==> src/rtl/bss_pkg.sv <==
// Constants and carrier types for the backup supply switchover block.
// Assumes comparator results arrive as asynchronous digital levels.
package bss_pkg;

  // Synchroniser depth for comparator inputs
  localparam int SYNC_STAGES = 3;

  // Reset values
  localparam logic LP_MODE_RST = 1'b0;
  localparam logic TPL_FLAG_RST = 1'b1;

  // Supply comparator results, one bit per comparison
  typedef struct packed {
    logic main_present;     // Main supply above minimum to run at all
    logic backup_present;   // Backup supply above zero (any charge)
    logic below_bak_hys;    // Main below backup minus backup hysteresis
    logic above_bak_hys;    // Main above backup plus backup hysteresis
    logic below_trip;       // Main below trip threshold
    logic above_trip_hys;   // Main above trip plus trip hysteresis
    logic below_bak;        // Main below backup, no hysteresis
    logic bak_above_min;    // Backup supply at or above storage minimum
  } bss_cmp_t;

  localparam int CMP_W = $bits(bss_cmp_t);

  // Domain enables granted by the power controller
  typedef struct packed {
    logic serial_en;        // Serial clock/data buffers enabled
    logic storage_en;       // User storage enabled
    logic timekeep_en;      // Clock and calendar counting enabled
    logic backup_draw;      // Backup source connected
  } bss_en_t;

endpackage

==> src/rtl/bss_core.sv <==
// Power control for a battery backed clock: supply mode, gating, flag.
// Assumes comparator results are raw levels from analog comparators.
`timescale 1ns/1ps
`default_nettype none
module bss_core (
  input wire logic clk,
  input wire logic rstn,
  input wire bss_pkg::bss_cmp_t cmp_raw,
  input wire logic low_power_switch_mode_wr,
  input wire logic low_power_switch_mode_in,
  input wire logic total_power_loss_flag_clr,
  input wire logic backup_irq_en,
  input wire logic backup_fout_en,
  input wire logic alarm_event_n,
  input wire logic fout_clk,
  input wire logic fout_sel_en,
  input wire logic scl_in,
  input wire logic sda_in,
  input wire logic sda_drive_low,
  output logic backup_mode,
  output logic low_power_switch_mode,
  output logic total_power_loss_flag,
  output logic trip_monitor_en,
  output var bss_pkg::bss_en_t enables,
  output logic scl_int,
  output logic sda_int,
  output logic sda_o,
  output logic sda_oe,
  output logic irq_o,
  output logic irq_oe,
  output logic fout_o,
  output logic fout_oe
);

  typedef enum logic [1:0] {BSS_UNPOWERED, BSS_NORMAL, BSS_BACKUP} bss_state_t;

  // ********************************************
  // Shared decodes
  // ********************************************
  // Both supplies gone, nothing left to run from
  function automatic logic supplies_lost(input bss_pkg::bss_cmp_t c);
    return !c.backup_present && !c.main_present;
  endfunction

  // A pin may stay active in backup only if its keep bit is set
  function automatic logic pin_kept(input logic in_backup, input logic keep);
    return !in_backup || keep;
  endfunction

  // ********************************************
  // Input synchronisers
  // ********************************************
  logic [bss_pkg::CMP_W-1:0] s1_q, s2_q, s3_q;
  bss_pkg::bss_cmp_t cmp_q;

  // Three stages; a change counts once stages two and three agree
  always_ff @(posedge clk or negedge rstn) begin
    if (!rstn) begin
      s1_q <= '0;
      s2_q <= '0;
      s3_q <= '0;
    end else begin
      s1_q <= cmp_raw;
      s2_q <= s1_q;
      s3_q <= s2_q;
    end
  end

  // Filtered comparator results per bit
  always_ff @(posedge clk or negedge rstn) begin
    if (!rstn) begin
      cmp_q <= '0;
    end else begin
      for (int i = 0; i < bss_pkg::CMP_W; i++) begin
        if (s2_q[i] == s3_q[i]) begin
          cmp_q[i] <= s3_q[i];
        end
      end
    end
  end

  // ********************************************
  // Low power switching configuration
  // ********************************************
  always_ff @(posedge clk or negedge rstn) begin
    if (!rstn) begin
      low_power_switch_mode <= bss_pkg::LP_MODE_RST;
    end else if (low_power_switch_mode_wr && !backup_mode) begin
      low_power_switch_mode <= low_power_switch_mode_in;
    end
  end

  // Trip comparator powered down in low power switching
  assign trip_monitor_en = !low_power_switch_mode;

  // ********************************************
  // Switchover conditions
  // ********************************************
  logic enter_backup;
  logic leave_backup;

  always_comb begin
    if (low_power_switch_mode) begin
      enter_backup = cmp_q.below_bak;
      leave_backup = cmp_q.above_bak_hys;
    end else begin
      enter_backup = cmp_q.below_bak_hys && cmp_q.below_trip;
      leave_backup = cmp_q.above_bak_hys || cmp_q.above_trip_hys;
    end
  end

  // ********************************************
  // Supply mode state machine
  // ********************************************
  bss_state_t state_q;

  always_ff @(posedge clk or negedge rstn) begin
    if (!rstn) begin
      state_q <= BSS_UNPOWERED;
    end else begin
      case (state_q)
        BSS_UNPOWERED: begin
          if (cmp_q.main_present) begin
            state_q <= BSS_NORMAL;
          end
        end
        BSS_NORMAL: begin
          if (enter_backup) begin
            state_q <= BSS_BACKUP;
          end
        end
        BSS_BACKUP: begin
          if (leave_backup) begin
            state_q <= BSS_NORMAL;
          end else if (supplies_lost(cmp_q)) begin
            state_q <= BSS_UNPOWERED;
          end
        end
        default: begin
          state_q <= BSS_UNPOWERED;
        end
      endcase
    end
  end

  assign backup_mode = (state_q == BSS_BACKUP);

  // ********************************************
  // Total power loss flag
  // ********************************************
  // Set on reset (power-up after total loss) and on dropping to unpowered
  always_ff @(posedge clk or negedge rstn) begin
    if (!rstn) begin
      total_power_loss_flag <= bss_pkg::TPL_FLAG_RST;
    end else if (state_q == BSS_BACKUP && supplies_lost(cmp_q)) begin
      total_power_loss_flag <= 1'b1;
    end else if (total_power_loss_flag_clr) begin
      total_power_loss_flag <= 1'b0;
    end
  end

  // ********************************************
  // Domain enables and serial gating
  // ********************************************
  always_comb begin
    enables.serial_en = (state_q == BSS_NORMAL);
    enables.timekeep_en = (state_q != BSS_UNPOWERED);
    enables.storage_en = (state_q == BSS_NORMAL) ||
                         (backup_mode && cmp_q.bak_above_min);
    enables.backup_draw = backup_mode;
  end

  // Serial inputs held idle high when gated
  assign scl_int = enables.serial_en ? scl_in : 1'b1;
  assign sda_int = enables.serial_en ? sda_in : 1'b1;

  // Open drain data: enable low drives low
  assign sda_o = 1'b0;
  assign sda_oe = !(enables.serial_en && sda_drive_low);

  // ********************************************
  // Open drain interrupt and frequency outputs
  // ********************************************
  logic irq_act_q;
  logic fout_act_q;

  // Pins stay active in backup unless disabled by configuration
  always_ff @(posedge clk or negedge rstn) begin
    if (!rstn) begin
      irq_act_q <= 1'b0;
    end else begin
      irq_act_q <= !alarm_event_n && !fout_sel_en &&
                   pin_kept(backup_mode, backup_irq_en);
    end
  end

  always_ff @(posedge clk or negedge rstn) begin
    if (!rstn) begin
      fout_act_q <= 1'b0;
    end else begin
      fout_act_q <= fout_sel_en && !fout_clk &&
                    pin_kept(backup_mode, backup_fout_en);
    end
  end

  assign irq_o = 1'b0;
  assign irq_oe = !irq_act_q;
  assign fout_o = 1'b0;
  assign fout_oe = !fout_act_q;

  // ********************************************
  // Checks
  // ********************************************
  a_serial_gated: assert property (@(posedge clk) disable iff (!rstn)
    backup_mode |-> (sda_oe && scl_int && sda_int))
    else $error("serial pins active in backup");

  a_enter_cond: assert property (@(posedge clk) disable iff (!rstn)
    ($rose(backup_mode) && !$past(low_power_switch_mode)) |->
      ($past(cmp_q.below_bak_hys) && $past(cmp_q.below_trip)))
    else $error("backup entered without both conditions");

  a_leave_cond: assert property (@(posedge clk) disable iff (!rstn)
    (backup_mode && !low_power_switch_mode &&
     (cmp_q.above_bak_hys || cmp_q.above_trip_hys)) |=> !backup_mode)
    else $error("backup not left on exit condition");

  a_lp_enter: assert property (@(posedge clk) disable iff (!rstn)
    (state_q == BSS_NORMAL && low_power_switch_mode && cmp_q.below_bak)
      |=> backup_mode)
    else $error("low power switching did not enter backup");

  a_trip_off: assert property (@(posedge clk) disable iff (!rstn)
    low_power_switch_mode |-> !trip_monitor_en)
    else $error("trip monitor on in low power switching");

  a_lp_reset: assert property (@(posedge clk)
    $rose(rstn) |-> !low_power_switch_mode)
    else $error("low power bit not zero after reset");

  a_no_draw: assert property (@(posedge clk) disable iff (!rstn)
    (state_q == BSS_UNPOWERED) |=> !backup_mode)
    else $error("backup drawn before main power");

  a_time_kept: assert property (@(posedge clk) disable iff (!rstn)
    $rose(backup_mode) |-> enables.timekeep_en [*3])
    else $error("timekeeping lost at switchover");

  a_store_kept: assert property (@(posedge clk) disable iff (!rstn)
    (backup_mode && cmp_q.bak_above_min) |-> enables.storage_en)
    else $error("storage off in backup above minimum");

  a_flag_reset: assert property (@(posedge clk)
    $rose(rstn) |-> total_power_loss_flag)
    else $error("power loss flag clear after power-up");

  a_irq_od: assert property (@(posedge clk) disable iff (!rstn)
    (!alarm_event_n && !fout_sel_en && !backup_mode) |=> !irq_oe)
    else $error("interrupt not driven low on alarm");

  a_mode_stable: assert property (@(posedge clk) disable iff (!rstn)
    (state_q == BSS_NORMAL && !enter_backup) |=> !backup_mode)
    else $error("mode changed without condition");

  a_normal_enter: assert property (@(posedge clk) disable iff (!rstn)
    (state_q == BSS_NORMAL && !low_power_switch_mode &&
     cmp_q.below_bak_hys && cmp_q.below_trip) |=> backup_mode)
    else $error("backup not entered on both conditions");

  a_lp_leave: assert property (@(posedge clk) disable iff (!rstn)
    (backup_mode && low_power_switch_mode && cmp_q.above_bak_hys) |=>
      !backup_mode)
    else $error("low power switching did not leave backup");

  a_wake_main: assert property (@(posedge clk) disable iff (!rstn)
    (state_q == BSS_UNPOWERED && cmp_q.main_present) |=>
      (state_q == BSS_NORMAL))
    else $error("main supply did not wake the block");

  a_flag_set_wins: assert property (@(posedge clk) disable iff (!rstn)
    (state_q == BSS_BACKUP && supplies_lost(cmp_q)) |=>
      total_power_loss_flag)
    else $error("power loss flag not set on total loss");

  a_flag_clear: assert property (@(posedge clk) disable iff (!rstn)
    (total_power_loss_flag_clr &&
     !(state_q == BSS_BACKUP && supplies_lost(cmp_q))) |=>
      !total_power_loss_flag)
    else $error("power loss flag not cleared");

  a_lp_write: assert property (@(posedge clk) disable iff (!rstn)
    (low_power_switch_mode_wr && !backup_mode) |=>
      (low_power_switch_mode == $past(low_power_switch_mode_in)))
    else $error("low power bit write lost");

  a_lp_refused: assert property (@(posedge clk) disable iff (!rstn)
    (backup_mode && low_power_switch_mode_wr) |=>
      $stable(low_power_switch_mode))
    else $error("low power bit written in backup");

  a_irq_masked: assert property (@(posedge clk) disable iff (!rstn)
    (backup_mode && !backup_irq_en) |=> irq_oe)
    else $error("interrupt pin active in backup when masked");

  a_fout_masked: assert property (@(posedge clk) disable iff (!rstn)
    (backup_mode && !backup_fout_en) |=> fout_oe)
    else $error("frequency pin active in backup when masked");

  a_fout_od: assert property (@(posedge clk) disable iff (!rstn)
    (fout_sel_en && !fout_clk && !backup_mode) |=> !fout_oe)
    else $error("frequency output not driven low");

  a_irq_idle: assert property (@(posedge clk) disable iff (!rstn)
    alarm_event_n |=> irq_oe)
    else $error("interrupt pin driven without alarm");

  a_sda_drive: assert property (@(posedge clk) disable iff (!rstn)
    (state_q == BSS_NORMAL && sda_drive_low) |-> !sda_oe)
    else $error("data pin not driven in normal mode");

  a_store_low: assert property (@(posedge clk) disable iff (!rstn)
    (backup_mode && !cmp_q.bak_above_min) |-> !enables.storage_en)
    else $error("storage on in backup below minimum");

endmodule
`default_nettype wire

==> config.mk <==
export PLATFORM = sky130hd
export DESIGN_NAME = bss_core
export DESIGN_NICKNAME = d
export VERILOG_FILES = /design/src/rtl/bss_pkg.sv /design/src/rtl/bss_core.sv
export SDC_FILE = /design/constraint.sdc
export NUM_CORES = 1
export LEC_CHECK = 0
export BUFFER_PORTS_ARGS = -buffer_cell sky130_fd_sc_hd__buf_2
export CORE_MARGIN = 3
export CORE_UTILIZATION = 49
export CTS_CLUSTER_SIZE = 14
export DETAILED_ROUTE_END_ITERATION = 8
export PLACE_DENSITY = 0.81
export SETUP_SLACK_MARGIN = 0.4
export SYNTH_ARGS = -nofsm -noshare
export SYNTH_HDL_FRONTEND = slang
export SYNTH_SLANG_ARGS = --single-unit
==> constraint.sdc <==
create_clock -name clk -period 1.7 [get_ports clk]
set_clock_uncertainty 0.15 [all_clocks]
set_input_delay 0.17 -clock clk [delete_from_list [all_inputs] [get_ports clk]]
set_output_delay 0.17 -clock clk [all_outputs]
set_load 0.02 [all_outputs]
==> impl_metrics.json, run 1 <==
{
  "outcome": "finished, final reports clean",
  "gp_congestion": 0.7732,
  "fin_nets": 168,
  "p_total_mw": 2.553,
  "critPathMaxFanout": 3,
  "clock-sinks": 38,
  "synthArstFlopShare_pct": 100.0,
  "hold_class": "register to register",
  "netlist_instances": 81,
  "synth_edf_count": 0,
  "viasPerCell": 4.856,
  "clk-insertion-delay-late_ns": 0.33,
  "grt_max_degree": 39,
  "cp_slowest_cell": "dfrtp_1",
  "ios": 37,
  "synth_area_leaders": "dfrtp_1 73%, maj3_1 6.4%, buf_4 2.4%",
  "cts_tree": "yes",
  "coreArea_mm2": 0.002318,
  "vias": 845,
  "regArea_um2": 952.2,
  "wl_per_cell_um": 15.70,
  "synth_cell_types": 24,
  "cp_cell_sequence": "nor2b_4 > or2b_4 > buf_6",
  "clockBufferDepth": 2,
  "setup_viol": 0,
  "drv_cap": 0,
  "drcViolationCount": 0,
  "max_stage_delay_ns": 0.41,
  "dieWidth_um": 56.71,
  "ys_top_cells_by_count": "37 x dfrtp_1, 8 x maj3_1, 6 x inv_1, 4 x buf_4, 4 x nor2_1",
  "io_buffers": 33,
  "synth_ff_type": "dfrtp_1",
  "syn_area_per_cell_um2": 15.56,
  "synth-seq-cells": 38,
  "path_clk_slew_ns": 0.10,
  "fmax_ghz": 0.5952,
  "area_growth_pct": 47.96,
  "synth_most_common_cell": "dfrtp_1",
  "fillers": 120,
  "cts_made_buffers": 5,
  "synth_top_area_share_pct": 73.49,
  "synth.yosys.seq_area_share_pct": 75.57,
  "period_needed_ns": 1.680,
  "worst_path_dominant_cell_family": "simple AND/OR/NAND/NOR gates",
  "grt_pass1_wl_mm": 4.264,
  "grt_antenna_before_repair": 0,
  "core.rowCount": 17,
  "path_buf_inv": 1,
  "first_iter_violations": 35,
  "clockRootBuffer": "clkbuf_4",
  "track_usage_pct": 18.23,
  "dieArea_mm2": 0.003216,
  "dpl_cell_area_mm2": 0.001451,
  "min_period_over_period_pct": 98.82,
  "setup_ws_ns": 0.02002,
  "die_h_um": 56.71,
  "grt_overflow": 0,
  "arrival_ns": 1.36,
  "endpoint_kind": "output port",
  "multi_input_comb_area_um2": 282.8,
  "stdcell_area_mm2": 0.001864,
  "crit_required_ns": 1.38,
  "ant_nets": 0,
  "p_per_area_mw_per_mm2": 1370,
  "hold_violations": 0,
  "peakVddDrop_v": 0.001225,
  "diodes": 0,
  "drt_wl_total_mm": 2.732,
  "grt_pass1_vias": 912,
  "cellLeakagePower_nw": 0.8819,
  "synth_area_mm2": 0.001260,
  "h-tree-depth": 2,
  "rsz0062_at_grt": "yes",
  "yosysWarnings": 0,
  "yosys.area.top_type": "dfrtp_1",
  "dp_slack_ns": 0.3482,
  "maxSlewViolCount": 0,
  "drive_gt1_share_pct": 43.84,
  "critPathLaunchType": "register",
  "critPathKind": "register to output port",
  "start_util_pct": 54.34,
  "drt-pass1-iter-count": 4
}
-- per-layer routing --
| layer | part of all wire, % | up-vias | GRT usage (%) |
|---|---|---|---|
| met4 | 0.92 | 0 | 7.119 |
| met1 | 38 | 415 | 19.72 |
| li1 | - | 390 | - |
| met2 | 55 | 35 | 32.51 |
| met5 | 0 | - | 0 |
| met3 | 5.9 | 5 | 5.977 |
-- path summary, 6_finish.rpt --
path | to | slack (ns) | start | cells past startpoint
setup / recovery | scl_int | 0.02 | state_q[0] | 3
hold / removal | s2_q[5] | 0.20 | s1_q[5] | 0
setup reg to reg | low_power_switch_mode | 0.37 | state_q[1] | 5
hold reg to reg | s2_q[5] | 0.20 | s1_q[5] | 0
max in group asynchronous | total_power_loss_flag | 0.82 | rstn | 3
min in group asynchronous | cmp_q[1] | 0.24 | rstn | 3
-- sequential cells by signal, indices dropped and copies added (netlist names) --
name / cells
total_power_loss_flag: 1
s2_q: 8
s1_q: 8
state_q: 2
fout_act_q: 1
irq_act_q: 1
s3_q: 8
low_power_switch_mode: 1
cmp_q: 8
-- what timing repair did --
action	CTS	global route
hold endpoints to repair	49	0
pin swaps	1	5
setup buffers	9	1
endpoints found under the setup margin	11	14
hold buffers	17	0
resized for setup	25	13
-- metrics by stage --
stage	cells	TNS [ns]	hold slack [ns]	util, %
floorplan	83	0	-0.2756	-
global placement	141	0	0.07419	62.60
detailed placement	141	0	0.08421	62.60
CTS	173	0	0.2071	78.14
global route	174	-0.05414	0.2226	80.41
finish	174	0	0.2042	80.41
-- layout make-up --
| class | count | area share (%) |
|---|---|---|
| sequential | 38 | 51.07 |
| inverter | 6 | 1.342 |
| tap | 28 | 1.879 |
| multi-input combinational | 34 | 15.17 |
| timing repair buffer | 62 | 27.79 |
| clock buffer | 6 | 2.752 |
-- placed cells by master (no fill, tap or decap), drive strengths merged, types with 3 or more instances in the layout --
cell / count
buf: 45
dfrtp: 37
dlygate4sd3: 17
maj3: 8
clkbuf: 6
inv: 6
nor2: 4
conb: 3
nand2: 3
-- where the power goes --
group | switching (mW) | internal [mW]
Sequential | 0.0685 | 0.995
Combinational | 0.475 | 0.570
Clock | 0.259 | 0.186
Total | 0.802 | 1.75
-- logic make-up after synthesis --
kind of cell    after synthesis  share of synthesized area (%)
flops                        38                          75.57
simple gates                 14                          6.257
buf+inv                      11                          4.568
compound gates                9                          6.952
fa+ha+maj                     8                          6.356
other cells                   1                         0.2976
(Power assumes the default switching activity.)
==> run 2: changes to the inputs <==
==> constraint.sdc (replaced) <==
create_clock -name clk -period 1.7 [get_ports clk]
set_clock_uncertainty 0.15 [all_clocks]
set_input_delay 0.255 -clock clk [delete_from_list [all_inputs] [get_ports clk]]
set_output_delay 0.255 -clock clk [all_outputs]
set_load 0.02 [all_outputs]
==> run 2 against run 1 <==
The flow now finishes with violations (setup timing). Worst hold slack worse by 0.17 ns. Setup slack got worse by 0.10 ns. Non-clock buffer count down 4. Clock power grew 23%. Sequential cell count did not move. Critical path depth unchanged. Global-route usage is 0.20 points lower. Register-to-register slack worse by 0.08 ns. Core utilization shrank 0.11 points. Clock-buffer cell count grew 2. Wire length is 2.0% lower. Fmax is 5.6% lower. Critical path type unchanged. Critical endpoint unchanged. Largest cell class unchanged. Largest power group unchanged.
==> impl_metrics.json, run 2 (synthesized netlist as in run 1, its figures left out) <==
{
  "fmax_ghz": 0.5618,
  "dieArea_mm2": 0.003216,
  "dp_slack_ns": 0.2793,
  "max_slew_margin_pct": 62.66,
  "start_util_pct": 54.34,
  "crit_required_ns": 1.29,
  "critPathKind": "register to output port",
  "setup_viol": 4,
  "hold_violations": 0,
  "drt_wl_total_mm": 2.678,
  "final_cell_mix": "36 x dfrtp_1, 20 x buf_2, 19 x buf_6",
  "grt_max_degree": 27,
  "cts_made_buffers": 5,
  "vias": 835,
  "grt_pass1_wl_mm": 4.243,
  "ios": 37,
  "endpoint_kind": "output port",
  "clockRootBuffer": "clkbuf_4",
  "gp_congestion": 0.7726,
  "maxSlewViolCount": 0,
  "rsz0062_at_grt": "yes",
  "drt-pass1-iter-count": 4,
  "hold_class": "input pin to register",
  "drv_cap": 0,
  "area_growth_pct": 47.77,
  "tightest_slew_ns": 0.5601,
  "coreArea_mm2": 0.002318,
  "drive_gt1_share_pct": 46.53,
  "critPathLaunchType": "register",
  "period_needed_ns": 1.780,
  "fillers": 104,
  "wl_per_cell_um": 15.57,
  "track_usage_pct": 18.03,
  "min_period_over_period_pct": 104.7,
  "diodes": 0,
  "path_clk_slew_ns": 0.11,
  "fin_nets": 164,
  "clockBufferDepth": 2,
  "clock-sinks": 38,
  "dieWidth_um": 56.71,
  "cts_tree": "yes",
  "ant_nets": 0,
  "io_buffers": 33,
  "cellLeakagePower_nw": 0.8799,
  "drcViolationCount": 0,
  "viasPerCell": 4.855,
  "outcome": "complete, but fails checks",
  "violations": "setup timing",
  "die_h_um": 56.71,
  "critPathMaxFanout": 4,
  "grt_overflow": 0,
  "setup_ws_ns": -0.07985,
  "p_total_mw": 2.618,
  "stdcell_area_mm2": 0.001862,
  "grt_antenna_before_repair": 0,
  "peakVddDrop_v": 0.001355,
  "layout_commonest_cell": "dfrtp_1",
  "fin_util_pct": 80.30,
  "grt_pass1_vias": 870,
  "dpl_cell_area_mm2": 0.001463,
  "clk-insertion-delay-late_ns": 0.33,
  "hpwl_mm": 1.409,
  "h-tree-depth": 2,
  "core.rowCount": 17,
  "first_iter_violations": 38,
  "arrival_ns": 1.37,
  "p_per_area_mw_per_mm2": 1406
}
run 2: what timing repair did:
item	in CTS	in global routing
setup buffers	8	1
endpoints found under the hold margin	34	0
pin swaps	2	0
setup endpoints to repair	14	17
hold buffers	13	0
resized for setup	34	6
run 2: area by class of cell:
type	instances	area [µm²]	area share (%)
Sequential cell	38	953.4	51.21
Timing Repair Buffer	58	489.2	26.28
Multi-Input combinational cell	34	279.0	14.99
Clock buffer	8	78.83	4.234
Tap cell	28	35.03	1.882
Inverter	6	26.28	1.411
run 2: routing by layer:
| metal | wire length [µm] | share of wire, % | global-route usage (%) |
|---|---|---|---|
| met5 | 0 | 0 | 0 |
| met4 | 29 | 1.1 | 7.458 |
| met3 | 215 | 8.0 | 6.897 |
| met2 | 1290 | 48 | 27.72 |
| met1 | 1143 | 43 | 22.80 |
run 2: worst max-delay path: stages, from the launching register on:
cell     delay (ns)
dfrtp_2        0.48
nor2b_4        0.16
or2b_4         0.28
buf_6          0.13
run 2: metrics by stage:
step                       TNS, ns  cells  hold WS, ns
after detailed placement         0    142       0.1209
after floorplan                  0     83      -0.1906
after CTS                 -0.05511    171     0.008194
after global placement           0    142       0.1124
after global routing       -0.5467    172      0.01030
final                      -0.1472    172      0.03351
run 2: final timing paths:
path,depth (start not counted),start,slack [ns],endpoint
hold reg to reg,0,s1_q[2],0.21,s2_q[2]
setup / recovery,3,state_q[1],-0.08,scl_int
max in group asynchronous,3,rstn,0.56,s3_q[4]
setup reg to reg,5,state_q[1],0.29,state_q[1]
hold / removal,2,low_power_switch_mode_in,0.03,low_power_switch_mode
min in group asynchronous,2,rstn,0.30,state_q[1]
run 2: power breakdown:
group	internal, mW	switching, mW
sequential	0.997	0.0813
clock	0.283	0.267
combinational	0.542	0.449
==> run 3: changes to the inputs <==
--- a/config.mk
+++ b/config.mk
@@ -10,6 +10,7 @@
 export CORE_UTILIZATION = 49
 export CTS_CLUSTER_SIZE = 14
 export DETAILED_ROUTE_END_ITERATION = 8
+export MAX_ROUTING_LAYER = met4
 export PLACE_DENSITY = 0.81
 export SETUP_SLACK_MARGIN = 0.4
 export SYNTH_ARGS = -nofsm -noshare
==> run 3 against run 2 <==
The run still ends with setup timing left. Die area did not move. Core utilization did not move. Global-route usage rose by 0.61 points. Register-to-register slack improved by 0.02 ns. Sequential share of layout area did not move. Cell count did not move. Highest routed layer unchanged. Critical path depth did not move. Combinational power fell by 0.4%. Sequential power barely moved. Non-clock buffer count did not move.
==> impl_metrics.json, run 3 (synthesized netlist as in run 1, its figures left out) <==
{
  "vias": 818,
  "critPathKind": "register to output port",
  "cts_tree": "yes",
  "grt_pass1_wl_mm": 4.271,
  "drcViolationCount": 0,
  "crit_required_ns": 1.29,
  "grt_overflow": 0,
  "period_needed_ns": 1.771,
  "regArea_um2": 953.4,
  "dp_slack_ns": 0.2793,
  "arrival_ns": 1.37,
  "drt_wl_total_mm": 2.640,
  "clock-sinks": 38,
  "maxSlewViolCount": 0,
  "cts_made_buffers": 5,
  "drive_gt1_share_pct": 46.53,
  "critPathMaxFanout": 4,
  "first_iter_violations": 37,
  "hold_violations": 0,
  "cp_cell_sequence": "nor2b_4 > or2b_4 > buf_6",
  "tightest_slew_ns": 0.5502,
  "hold_class": "input pin to register",
  "ant_nets": 0,
  "viasPerCell": 4.756,
  "die_h_um": 56.71,
  "path_clk_slew_ns": 0.11,
  "outcome": "complete, but fails checks",
  "p_total_mw": 2.610,
  "gp_congestion": 0.7830,
  "worst_path_dominant_cell_family": "flip-flops",
  "start_util_pct": 54.34,
  "min_period_over_period_pct": 104.2,
  "dieArea_mm2": 0.003216,
  "fmax_ghz": 0.5647,
  "endpoint_kind": "output port",
  "grtUsageMet1_pct": 23.11,
  "grt_antenna_before_repair": 0,
  "clockRootBuffer": "clkbuf_4",
  "groute.layer.met2.usage_pct": 27.72,
  "coreArea_mm2": 0.002318,
  "cellLeakagePower_nw": 0.8799,
  "grt_use_met3_pct": 6.897,
  "max_slew_margin_pct": 63.32,
  "clockBufferDepth": 2,
  "diodes": 0,
  "ios": 37,
  "rsz0062_at_grt": "yes",
  "drv_cap": 0,
  "grt_pass1_vias": 872,
  "cp_slowest_cell": "dfrtp_2",
  "hpwl_mm": 1.409,
  "track_usage_pct": 18.64,
  "path_buf_inv": 1,
  "setup_viol": 4,
  "dieWidth_um": 56.71,
  "final_cell_mix": "36 x dfrtp_1, 20 x buf_2, 19 x buf_6",
  "core.rowCount": 17,
  "violations": "setup timing",
  "area_growth_pct": 47.77,
  "p_per_area_mw_per_mm2": 1402,
  "layout_commonest_cell": "dfrtp_1",
  "multi_input_comb_area_um2": 279.0,
  "critPathLaunchType": "register",
  "max_stage_delay_ns": 0.48,
  "drt-pass1-iter-count": 4,
  "grt_busiest_layer": "met2",
  "fillers": 104,
  "h-tree-depth": 2,
  "io_buffers": 33,
  "peakVddDrop_v": 0.001347,
  "clk-insertion-delay-late_ns": 0.32,
  "wl_per_cell_um": 15.35,
  "fin_nets": 164,
  "grt_max_degree": 27,
  "setup_ws_ns": -0.07080
}
run 3: cell counts in the layout (fill, tap and decap cells not counted):
Identical to the previous run, type by type.
run 3: power breakdown:
group	total (mW)	leakage (nW)	internal, mW	switching (mW)
clock network	0.545	0.0446	0.283	0.262
registers	1.08	0.445	0.997	0.0811
logic	0.987	0.390	0.541	0.446
run 3: worst reg2reg max path: stages, from the launching register on:
cell and delay [ns]:
dfrtp_2 0.48, nor2b_4 0.15, buf_6 0.14, buf_6 0.10, o211ai_1 0.09, a21o_1 0.18
run 3: path summary, 6_finish.rpt:
path / from / endpoint / slack (ns) / cells after the start
setup / recovery: state_q[1] / scl_int / -0.07 / 3
hold / removal: low_power_switch_mode_in / low_power_switch_mode / 0.04 / 2
setup reg to reg: state_q[1] / state_q[1] / 0.31 / 5
hold reg to reg: s1_q[2] / s2_q[2] / 0.21 / 0
max in group asynchronous: rstn / s3_q[4] / 0.58 / 3
min in group asynchronous: rstn / cmp_q[3] / 0.30 / 2
run 3: final cells by class:
cell class / count / area share, %
Multi-Input combinational cell: 34 / 14.99
Inverter: 6 / 1.411
Clock buffer: 8 / 4.234
Sequential cell: 38 / 51.21
Timing Repair Buffer: 58 / 26.28
Tap cell: 28 / 1.882
run 3: metal layers:
layer,wire length [µm],vias to the layer above
met5,0,-
met4,38,0
met3,205,6
met2,1282,46
met1,1114,388
li1,-,378
run 3: what timing repair did:
item,4_1_cts,5_1_grt
hold buffers,13,0
pin swaps,2,0
endpoints found under the setup margin,14,17
setup buffers,8,1
resized for setup,34,6
hold endpoints to repair,34,0
run 3: through the flow:
stage	hold WS, ns	util (%)	area, µm²	std cells	TNS [ns]
CTS	0.008194	79.33	1839	171	-0.05511
floorplan	-0.1906	-	1277	83	0
global route	0.01030	80.30	1862	172	-0.5467
global placement	0.1124	63.09	1463	142	0
finish	0.03659	80.30	1862	172	-0.1230
detailed placement	0.1209	63.09	1463	142	0
